### config.mk
export PLATFORM = sky130hd
export DESIGN_NAME = mit_core_timing
export DESIGN_NICKNAME = d
export VERILOG_FILES = /design/src/inc/mit_pkg.sv /design/src/hdl/mit_core_timing.sv /design/src/hdl/mit_op_decode.sv
export VERILOG_INCLUDE_DIRS = /design/src /design/src/inc
export SDC_FILE = /design/constraint.sdc
export NUM_CORES = 1
export LEC_CHECK = 0
export BUFFER_PORTS_ARGS = -buffer_cell sky130_fd_sc_hd__buf_2
export CAP_MARGIN = 5
export CORE_MARGIN = 1
export CORE_UTILIZATION = 58
export CTS_BUF_LIST = sky130_fd_sc_hd__clkbuf_4
export DETAILED_ROUTE_END_ITERATION = 10
export GPL_ROUTABILITY_DRIVEN = 0
export PLACE_DENSITY = 0.91
export SETUP_SLACK_MARGIN = 0.2
export SYNTH_ARGS = -nofsm -noshare
export SYNTH_HDL_FRONTEND = slang
export SYNTH_SLANG_ARGS = --single-unit
export TNS_END_PERCENT = 1
### constraint.sdc
create_clock -name mclk -period 4.2 [get_ports mclk]
set_clock_uncertainty 0.15 [all_clocks]
set_input_delay 1.05 -clock mclk [delete_from_list [all_inputs] [get_ports mclk]]
set_output_delay 1.05 -clock mclk [all_outputs]
set_load 0.01 [all_outputs]
### src/inc/mit_cfg.svh
// constants for the instruction timing unit: fixed codes, bit map, reset values
`ifndef MIT_CFG_SVH
`define MIT_CFG_SVH

`define MIT_RST_READY 1'b1
`define MIT_BIT_RAM_BASE 8'h20
`define MIT_BIT_RAM_BITS 8'h80
`define MIT_OPC_BIT_SET_CLEAR 8'h10
`define MIT_OPC_CODE_PC 8'h83
`define MIT_OPC_CODE_PTR 8'h93
`define MIT_OPC_PTR_LOAD 8'h90
`define MIT_OPC_CMP_DIR 8'hB5
`define MIT_OPC_XRD_WIDE 8'hE0
`define MIT_OPC_XWR_WIDE 8'hF0

`endif

### src/inc/mit_pkg.sv
// types shared by the instruction timing unit and its opcode decoder
package mit_pkg;

    typedef enum logic [3:0] {
        CLS_NOP      = 4'b0000,
        CLS_ARITH    = 4'b0001,
        CLS_LOGIC    = 4'b0010,
        CLS_ACC1     = 4'b0011,
        CLS_XFER     = 4'b0100,
        CLS_XDATA_RD = 4'b0101,
        CLS_XDATA_WR = 4'b0110,
        CLS_CODE_RD  = 4'b0111,
        CLS_BIT      = 4'b1000,
        CLS_BRANCH   = 4'b1001,
        CLS_STACK    = 4'b1010
    } mit_cls_e;

    typedef struct packed {
        logic ready;
        logic retire;
        logic [2:0] left;
        logic [1:0] len;
        logic [2:0] cycles;
        mit_cls_e cls;
        logic xrd;
        logic xwr;
        logic xwide;
        logic code_rd;
        logic code_pc;
        logic bit_valid;
        logic [7:0] bit_byte;
        logic [2:0] bit_pos;
        logic bit_func_reg;
        logic bit_clear;
    } mit_state_s;

endpackage

### src/hdl/mit_core_timing.sv
// instruction timing unit: accepts opcodes, holds each for its cycle count
//
// What this block does
// - logic ops into accumulator: register 1B/1c, direct/immediate 2B/2c, indirect 1B/2c.
// - logic ops into a direct byte take 3 cycles; 2 or 3 bytes.
// - zero, invert, rotates and nibble trade on accumulator: 1 byte, 1 cycle.
// - external transfers only between accumulator and external space, indirect only.
// - code reads only read program memory, using indexed addressing.
// - 128 bit-addressable RAM bits plus bit-addressable special function registers.
// - accumulator loads: register 1c, indirect 2c, direct or immediate 2c.
// - working register loads: accumulator 1c, direct 3c, immediate 2c.
// - direct byte writes: accumulator/register 2c, indirect 3c, direct/immediate 3B/3c.
// - indirect RAM writes: accumulator 2c, direct 3c, immediate 2c.
// - data pointer constant load: 3 bytes, 3 cycles.
// - code read: 5 cycles via data pointer, 4 cycles via program counter.
// - external reads 4c/3c, writes 5c/4c for 8/16-bit address; 1 byte.
// - stack push 3 cycles, pop 2 cycles, both 2 bytes.
// - accumulator trade: register 2c, direct/indirect 3c, low digit trade 3c.
// - carry zero/one/invert 1B/1c; direct bit versions 2B/3c.
// - bit logic into carry 2B/2c; bit to carry 2c, carry to bit 3c.
// - carry branches 2B/3c; bit branches 3B/5c; set-and-clear form clears bit.
// - jumps: absolute/short 3c, long 4c, indexed 1B/5c.
// - calls 4 cycles, 2 or 3 bytes; both exits 1 byte, 4 cycles.
// - compare-branch 3 bytes: direct or indirect 5c, accumulator/register immediate 4c.
// - count-down branch: register 2B/4c, direct 3B/5c; accumulator tests 4c.
// - full compatibility with the standard 8-bit instruction set, one opcode held at a time with no overlap.
`timescale 1ns/1ps
`include "mit_cfg.svh"

module mit_core_timing
    import mit_pkg::*;
(
    input wire logic mclk,
    input wire logic sys_rst,
    input wire logic op_valid,
    input wire logic [7:0] op_byte,
    input wire logic [7:0] op_bit_addr,
    output logic op_ready,
    output logic instr_retire,
    output logic [1:0] instr_len,
    output logic [2:0] instr_cycles,
    output mit_cls_e instr_class,
    output logic xdata_rd,
    output logic xdata_wr,
    output logic xdata_wide,
    output logic code_rd,
    output logic code_base_pc,
    output logic bit_valid,
    output logic [7:0] bit_byte_addr,
    output logic [2:0] bit_pos,
    output logic bit_in_func_reg,
    output logic bit_clear
);

    ////////////////////////////////////////////////////////////////////////////////

    mit_state_s st;
    mit_state_s next_st;
    logic accept;
    logic [1:0] dec_len;
    logic [2:0] dec_cycles;
    mit_cls_e dec_cls;
    logic dec_bit;
    logic dec_wide;
    logic dec_pc;

    // whole opcode map decoded, so any standard program runs with exact timing
    mit_op_decode u_dec (
        .opcode(op_byte),
        .len(dec_len),
        .cycles(dec_cycles),
        .cls(dec_cls),
        .bit_op(dec_bit),
        .xdata_wide(dec_wide),
        .code_from_pc(dec_pc)
    );

    // bit space: low half is RAM bytes from the base, high half is every
    // eighth special function register address
    function automatic logic [7:0] bit_to_byte(input logic [7:0] baddr);
        if (baddr < `MIT_BIT_RAM_BITS)
            return `MIT_BIT_RAM_BASE + {4'h0, baddr[6:3]};
        else
            return {baddr[7:3], 3'h0};
    endfunction

    ////////////////////////////////////////////////////////////////////////////////

    assign accept = op_valid && st.ready;

    always_comb
    begin
        next_st = st;
        next_st.retire = 1'b0;
        if (accept)
        begin
            next_st.len = dec_len;
            next_st.cycles = dec_cycles;
            next_st.cls = dec_cls;
            next_st.left = dec_cycles - 3'h1;
            next_st.ready = (dec_cycles == 3'h1);
            next_st.retire = (dec_cycles == 3'h1);
            // external space only through indirect pointers, read into or written from the accumulator
            next_st.xrd = (dec_cls == CLS_XDATA_RD);
            next_st.xwr = (dec_cls == CLS_XDATA_WR);
            next_st.xwide = dec_wide;
            next_st.code_rd = (dec_cls == CLS_CODE_RD);
            next_st.code_pc = dec_pc;
            next_st.bit_valid = dec_bit;
            next_st.bit_byte = bit_to_byte(op_bit_addr);
            next_st.bit_pos = op_bit_addr[2:0];
            next_st.bit_func_reg = op_bit_addr[7];
            next_st.bit_clear = (op_byte == `MIT_OPC_BIT_SET_CLEAR);
        end
        else if (st.left != 3'h0)
        begin
            // counting down one clock per cycle, no extra wait states
            next_st.left = st.left - 3'h1;
            next_st.ready = (st.left == 3'h1);
            next_st.retire = (st.left == 3'h1);
        end
        else
        begin
            // idle: drop strobes so memories see no stale access
            next_st.xrd = 1'b0;
            next_st.xwr = 1'b0;
            next_st.code_rd = 1'b0;
            next_st.bit_valid = 1'b0;
            next_st.bit_clear = 1'b0;
        end
    end

    always_ff @(posedge mclk)
    begin
        if (sys_rst)
        begin
            st <= '0;
            st.ready <= `MIT_RST_READY;
        end
        else
        begin
            st <= next_st;
        end
    end

    ////////////////////////////////////////////////////////////////////////////////

    assign op_ready = st.ready;
    assign instr_retire = st.retire;
    assign instr_len = st.len;
    assign instr_cycles = st.cycles;
    assign instr_class = st.cls;
    assign xdata_rd = st.xrd;
    assign xdata_wr = st.xwr;
    assign xdata_wide = st.xwide;
    assign code_rd = st.code_rd;
    assign code_base_pc = st.code_pc;
    assign bit_valid = st.bit_valid;
    assign bit_byte_addr = st.bit_byte;
    assign bit_pos = st.bit_pos;
    assign bit_in_func_reg = st.bit_func_reg;
    assign bit_clear = st.bit_clear;

    ////////////////////////////////////////////////////////////////////////////////

    logic [3:0] bit_row;
    assign bit_row = op_bit_addr[6:3];
endmodule

### src/hdl/mit_op_decode.sv
// opcode decoder: encoded length, cycle count and class for every opcode
`timescale 1ns/1ps
`include "mit_cfg.svh"

module mit_op_decode
    import mit_pkg::*;
(
    input wire logic [7:0] opcode,
    output logic [1:0] len,
    output logic [2:0] cycles,
    output mit_cls_e cls,
    output logic bit_op,
    output logic xdata_wide,
    output logic code_from_pc
);

    function automatic logic [8:0] ent(input logic [1:0] l, input logic [2:0] c,
                                       input mit_cls_e k);
        return {l, c, k};
    endfunction

    logic [8:0] e;

    always_comb
    begin
        e = ent(2'h1, 3'h1, CLS_NOP);
        casez (opcode)
            8'h00: e = ent(2'h1, 3'h1, CLS_NOP);
            8'b???0_0001: e = ent(2'h2, 3'h3, CLS_BRANCH);
            8'b???1_0001: e = ent(2'h2, 3'h4, CLS_BRANCH);
            8'h02: e = ent(2'h3, 3'h4, CLS_BRANCH);
            8'h12: e = ent(2'h3, 3'h4, CLS_BRANCH);
            8'h22, 8'h32: e = ent(2'h1, 3'h4, CLS_BRANCH);
            8'h03, 8'h13, 8'h23, 8'h33: e = ent(2'h1, 3'h1, CLS_ACC1);
            8'h04, 8'h14, 8'hA3: e = ent(2'h1, 3'h1, CLS_ARITH);
            8'h05, 8'h15: e = ent(2'h2, 3'h3, CLS_ARITH);
            8'b000?_011?: e = ent(2'h1, 3'h3, CLS_ARITH);
            8'b000?_1???: e = ent(2'h1, 3'h2, CLS_ARITH);
            `MIT_OPC_BIT_SET_CLEAR, 8'h20, 8'h30: e = ent(2'h3, 3'h5, CLS_BRANCH);
            8'h24, 8'h34, 8'h94, 8'h25, 8'h35, 8'h95: e = ent(2'h2, 3'h2, CLS_ARITH);
            8'b0010_011?, 8'b0011_011?, 8'b1001_011?: e = ent(2'h1, 3'h2, CLS_ARITH);
            8'b0010_1???, 8'b0011_1???, 8'b1001_1???: e = ent(2'h1, 3'h1, CLS_ARITH);
            8'h40, 8'h50: e = ent(2'h2, 3'h3, CLS_BRANCH);
            8'h60, 8'h70: e = ent(2'h2, 3'h4, CLS_BRANCH);
            8'h42, 8'h52, 8'h62: e = ent(2'h2, 3'h3, CLS_LOGIC);
            8'h43, 8'h53, 8'h63: e = ent(2'h3, 3'h3, CLS_LOGIC);
            8'h44, 8'h54, 8'h64, 8'h45, 8'h55, 8'h65: e = ent(2'h2, 3'h2, CLS_LOGIC);
            8'b0100_011?, 8'b0101_011?, 8'b0110_011?: e = ent(2'h1, 3'h2, CLS_LOGIC);
            8'b0100_1???, 8'b0101_1???, 8'b0110_1???: e = ent(2'h1, 3'h1, CLS_LOGIC);
            8'h72, 8'h82, 8'hA0, 8'hB0, 8'hA2: e = ent(2'h2, 3'h2, CLS_BIT);
            8'h92: e = ent(2'h2, 3'h3, CLS_BIT);
            8'hB2, 8'hC2, 8'hD2: e = ent(2'h2, 3'h3, CLS_BIT);
            8'hB3, 8'hC3, 8'hD3: e = ent(2'h1, 3'h1, CLS_BIT);
            8'h73: e = ent(2'h1, 3'h5, CLS_BRANCH);
            8'h74: e = ent(2'h2, 3'h2, CLS_XFER);
            8'h75, 8'h85: e = ent(2'h3, 3'h3, CLS_XFER);
            8'b0111_011?: e = ent(2'h2, 3'h2, CLS_XFER);
            8'b0111_1???: e = ent(2'h2, 3'h2, CLS_XFER);
            8'h80: e = ent(2'h2, 3'h3, CLS_BRANCH);
            `MIT_OPC_CODE_PC: e = ent(2'h1, 3'h4, CLS_CODE_RD);
            `MIT_OPC_CODE_PTR: e = ent(2'h1, 3'h5, CLS_CODE_RD);
            8'h84: e = ent(2'h1, 3'h6, CLS_ARITH);
            8'hA4: e = ent(2'h1, 3'h2, CLS_ARITH);
            8'hD4: e = ent(2'h1, 3'h3, CLS_ARITH);
            8'b1000_011?: e = ent(2'h2, 3'h3, CLS_XFER);
            8'b1000_1???: e = ent(2'h2, 3'h2, CLS_XFER);
            `MIT_OPC_PTR_LOAD: e = ent(2'h3, 3'h3, CLS_XFER);
            8'b1010_011?: e = ent(2'h2, 3'h3, CLS_XFER);
            8'b1010_1???: e = ent(2'h2, 3'h3, CLS_XFER);
            8'hB4: e = ent(2'h3, 3'h4, CLS_BRANCH);
            `MIT_OPC_CMP_DIR: e = ent(2'h3, 3'h5, CLS_BRANCH);
            8'b1011_011?: e = ent(2'h3, 3'h5, CLS_BRANCH);
            8'b1011_1???: e = ent(2'h3, 3'h4, CLS_BRANCH);
            8'hC0: e = ent(2'h2, 3'h3, CLS_STACK);
            8'hD0: e = ent(2'h2, 3'h2, CLS_STACK);
            8'hC4, 8'hE4, 8'hF4: e = ent(2'h1, 3'h1, CLS_ACC1);
            8'hC5: e = ent(2'h2, 3'h3, CLS_XFER);
            8'b1100_011?, 8'b1101_011?: e = ent(2'h1, 3'h3, CLS_XFER);
            8'b1100_1???: e = ent(2'h1, 3'h2, CLS_XFER);
            8'hD5: e = ent(2'h3, 3'h5, CLS_BRANCH);
            8'b1101_1???: e = ent(2'h2, 3'h4, CLS_BRANCH);
            `MIT_OPC_XRD_WIDE: e = ent(2'h1, 3'h3, CLS_XDATA_RD);
            8'b1110_001?: e = ent(2'h1, 3'h4, CLS_XDATA_RD);
            8'hE5: e = ent(2'h2, 3'h2, CLS_XFER);
            8'b1110_011?: e = ent(2'h1, 3'h2, CLS_XFER);
            8'b1110_1???: e = ent(2'h1, 3'h1, CLS_XFER);
            `MIT_OPC_XWR_WIDE: e = ent(2'h1, 3'h4, CLS_XDATA_WR);
            8'b1111_001?: e = ent(2'h1, 3'h5, CLS_XDATA_WR);
            8'hF5: e = ent(2'h2, 3'h2, CLS_XFER);
            8'b1111_011?: e = ent(2'h1, 3'h2, CLS_XFER);
            8'b1111_1???: e = ent(2'h1, 3'h1, CLS_XFER);
            // the one unused opcode runs as a one-cycle no-op
            default: e = ent(2'h1, 3'h1, CLS_NOP);
        endcase
    end

    always_comb
    begin
        len = e[8:7];
        cycles = e[6:4];
        cls = mit_cls_e'(e[3:0]);
        // direct-bit forms all sit on even opcodes, carry-only forms on odd ones
        bit_op = (e[3:0] == CLS_BIT) && !opcode[0];
        bit_op = bit_op || opcode == `MIT_OPC_BIT_SET_CLEAR || opcode == 8'h20 || opcode == 8'h30;
        xdata_wide = (opcode == `MIT_OPC_XRD_WIDE) || (opcode == `MIT_OPC_XWR_WIDE);
        code_from_pc = (opcode == `MIT_OPC_CODE_PC);
    end

endmodule

==> flow_summary.toml <==
[global_route]
global_route_wire_length_before_repair_mm = 12.7
first_global_vias = 2679
groute.usage.overall = 0.312
maximum_number_of_pins_on_one_net_before_global_route_repair = 37
grt_overflow_total = 0
grt_antenna_before_repair = 0

[synthesis]
syn_avg_cell_area_um2 = 7.45
synth_sequential_area_ratio = 0.233
synth_warnings = 0
post_synth_num_cell_types = 66
ys.flop_type = "sky130_fd_sc_hd__dfxtp_1"
syn_nets = 392
synth_area_leader_cell = "sky130_fd_sc_hd__dfxtp_1"
yosysTopAreaCellShare = 0.233
number_of_flops_mapped_to_enable_cells_by_yosys = 0
syn-cell-area_um2 = 2750
synthArstFlopShare = 0
synth.top_cells.by_area = "sky130_fd_sc_hd__dfxtp_1, sky130_fd_sc_hd__buf_4, sky130_fd_sc_hd__a21oi_1"
synth_cells = 369
ys_ff_latch = 32

[clock_network]
cts_made_buffers = 5
cts_hold_repair.buffers = 0
cts.sink_count = 32
cts-resized-gates = 0
clk_transition_reported_paths_ns = 0.10
cts_htree_levels = 2
tritoncts = "done"
postCtsSetupBuffers = 0
clockBufferDepth = 2
cts-root-buf = "sky130_fd_sc_hd__clkbuf_4"
clock_insertion_delay_worst_skew_ns = 0.32

[worst_setup_path]
worstSetupPathType = "in2reg"
cp_max_fanout = 36
crit_required_ns = 4.27
worst_setup_path_start_kind = "input pin"
setup.worst_path.end_class = "flop"
arrival_ns = 3.80

[detailed_routing]
wl_per_cell_um = 18.1
drt_first_iter_violations = 308
drt-vias-per-instance = 7.05
routed-via-count = 3019
final_antenna_net_count = 0
wl_met1_mm = 3.02
route.top_layer_used = "met4"
drcViolationCount = 0
drt-pass1-iter-count = 7
met2RoutedLength_mm = 3.34
wl_met3_mm = 1.01
wl_mm = 7.76

[power]
pwr-share-comb = 0.394
p_int_uw = 520
ir_worst_vdd_v = 0.000318
p_sw_frac = 0.394
power_leakage_nw = 1.11
power.density_cell_area_nw_per_um2 = 306
clock_power_share = 0.182
share_seq_of_total_power = 0.424
netSwitchingPower_uw = 339

[sta]
final_hold_slack_ns = 0.302
grt_setup_unrepaired = "false"
fin_crit_sh = 0.888
fin_ws_ns = 0.472
max_slew_margin = 0.601
final_slew_viol_count = 0
slew_worst_pin_ns = 0.584
max_clock_freq_mhz = 268
setup_total_negative_slack_ns = 0
setup_viol_count_final = 0
layout_min_cycle_time_ns = 3.73
finalHoldViolations = 0

[placement]
place.detailed.hpwl_mm = 5.50
pre_cts_ws_ns = 0.282
port-buffer-count = 48
dpl.cell_count = 421
placement.cell_area_um2 = 2760

[layout]
layout_common_cells = "sky130_fd_sc_hd__buf_2, sky130_fd_sc_hd__nand2_1, sky130_fd_sc_hd__dfxtp_1"
layout-drive-gt1-share = 0.197
filler_cell_count = 385
layout.area.seq_um2 = 641
nets = 399
layout-area-overhead-vs-synth_pct = 2.05
layout.cells.non_filler = 428
most_frequent_standard_cell_in_the_layout_excluding_fill_and_tap_cells = "sky130_fd_sc_hd__buf_2"
ant_diodes = 0
finish.instance_area_um2 = 2800
area_taken_by_multi_input_logic_gates_um2 = 1750

[floorplan]
die-area_um2 = 5020
starting_density = 0.618
placementRows = 24
dieHeight_um = 70.8
dieWidth_um = 70.8
design.core.area_um2 = 4440
io-pin-count = 49

[run]
max_cap_violations = 0

[min_path]
worst_hold_path_type = "reg2reg"

[outcome]
status = "finished, final reports clean"
==> path summary, 6_finish.rpt <==
path	startpoint	end	slack, ns	cells after the start
min	bit_byte_addr[6]	bit_byte_addr[6]	0.30	2
max	op_byte[5]	st[30]	0.47	11
min reg2reg	bit_byte_addr[6]	bit_byte_addr[6]	0.30	2
max reg2reg	op_ready	st[30]	2.36	5
==> power by group through the flow <==
stage / Sequential, mW / Clock [mW] / Combinational (mW)
after detailed placement: 0.369 / 0 / 0.326
after global placement: 0.367 / 0 / 0.313
after global routing: 0.368 / 0.171 / 0.368
after floorplan: 0.368 / 0 / 0.266
after CTS: 0.362 / 0.158 / 0.328
final: 0.364 / 0.156 / 0.339
==> through the flow <==
step                utilization  total power [mW]
global placement          0.621             0.680
detailed placement        0.621             0.695
floorplan                     -             0.634
CTS                       0.631             0.848
finish                    0.631             0.859
global route              0.631             0.907
==> synth_stat cells (8+ instances only) <==
cell	count
sky130_fd_sc_hd__a211oi_1	11
sky130_fd_sc_hd__a21oi_1	29
sky130_fd_sc_hd__buf_2	10
sky130_fd_sc_hd__buf_4	22
sky130_fd_sc_hd__clkbuf_1	14
sky130_fd_sc_hd__dfxtp_1	32
sky130_fd_sc_hd__nand2_1	33
sky130_fd_sc_hd__nand2b_1	11
sky130_fd_sc_hd__nand3_1	12
sky130_fd_sc_hd__nand4_1	8
sky130_fd_sc_hd__nor2_1	30
sky130_fd_sc_hd__nor3_1	18
sky130_fd_sc_hd__nor4_1	8
sky130_fd_sc_hd__o21ai_0	10
==> layer usage <==
metal,GRT usage,up-vias
li1,-,1368
met1,0.395,1335
met4,0.136,0
met3,0.107,66
met2,0.483,250
met5,0,-
==> registers in the layout, indices dropped and copies added (netlist names), 2 cells and up <==
signal,flops
st,3
instr_len,2
bit_byte_addr,8
instr_cycles,3
bit_pos,3
instr_class,4
==> worst max-delay path, cell delays in order <==
cell and delay, ns:
sky130_fd_sc_hd__buf_2 0.47, sky130_fd_sc_hd__or4b_1 0.27, sky130_fd_sc_hd__a21oi_1 0.11, sky130_fd_sc_hd__a211oi_1 0.43
sky130_fd_sc_hd__o2111ai_1 0.25, sky130_fd_sc_hd__nor4_2 0.46, sky130_fd_sc_hd__nor3_1 0.09, sky130_fd_sc_hd__ha_1 0.22
sky130_fd_sc_hd__nor2_1 0.11, sky130_fd_sc_hd__o2111ai_1 0.14, sky130_fd_sc_hd__o211a_1 0.19
==> final cells by class <==
cell class	count	share of cell area
multi-input combinational	277	0.624
clock buffer	5	0.0134
sequential	32	0.228
inverter	7	0.00937
clock inverter	2	0.00268
tap	52	0.0232
timing repair buffer	53	0.0991
==> cell families after synthesis <==
| logic type | Yosys count | synth area share |
|---|---|---|
| muxes | 1 | 0.00364 |
| xor gates and xnor gates | 1 | 0.00319 |
| buffers and inverters | 60 | 0.130 |
| adders and majority gates | 4 | 0.0182 |
| AOI/OAI and AO/OA | 94 | 0.242 |
| and+or+nand+nor | 177 | 0.369 |
| DFF | 32 | 0.233 |
Note: power is estimated with default switching activity, not from simulation.
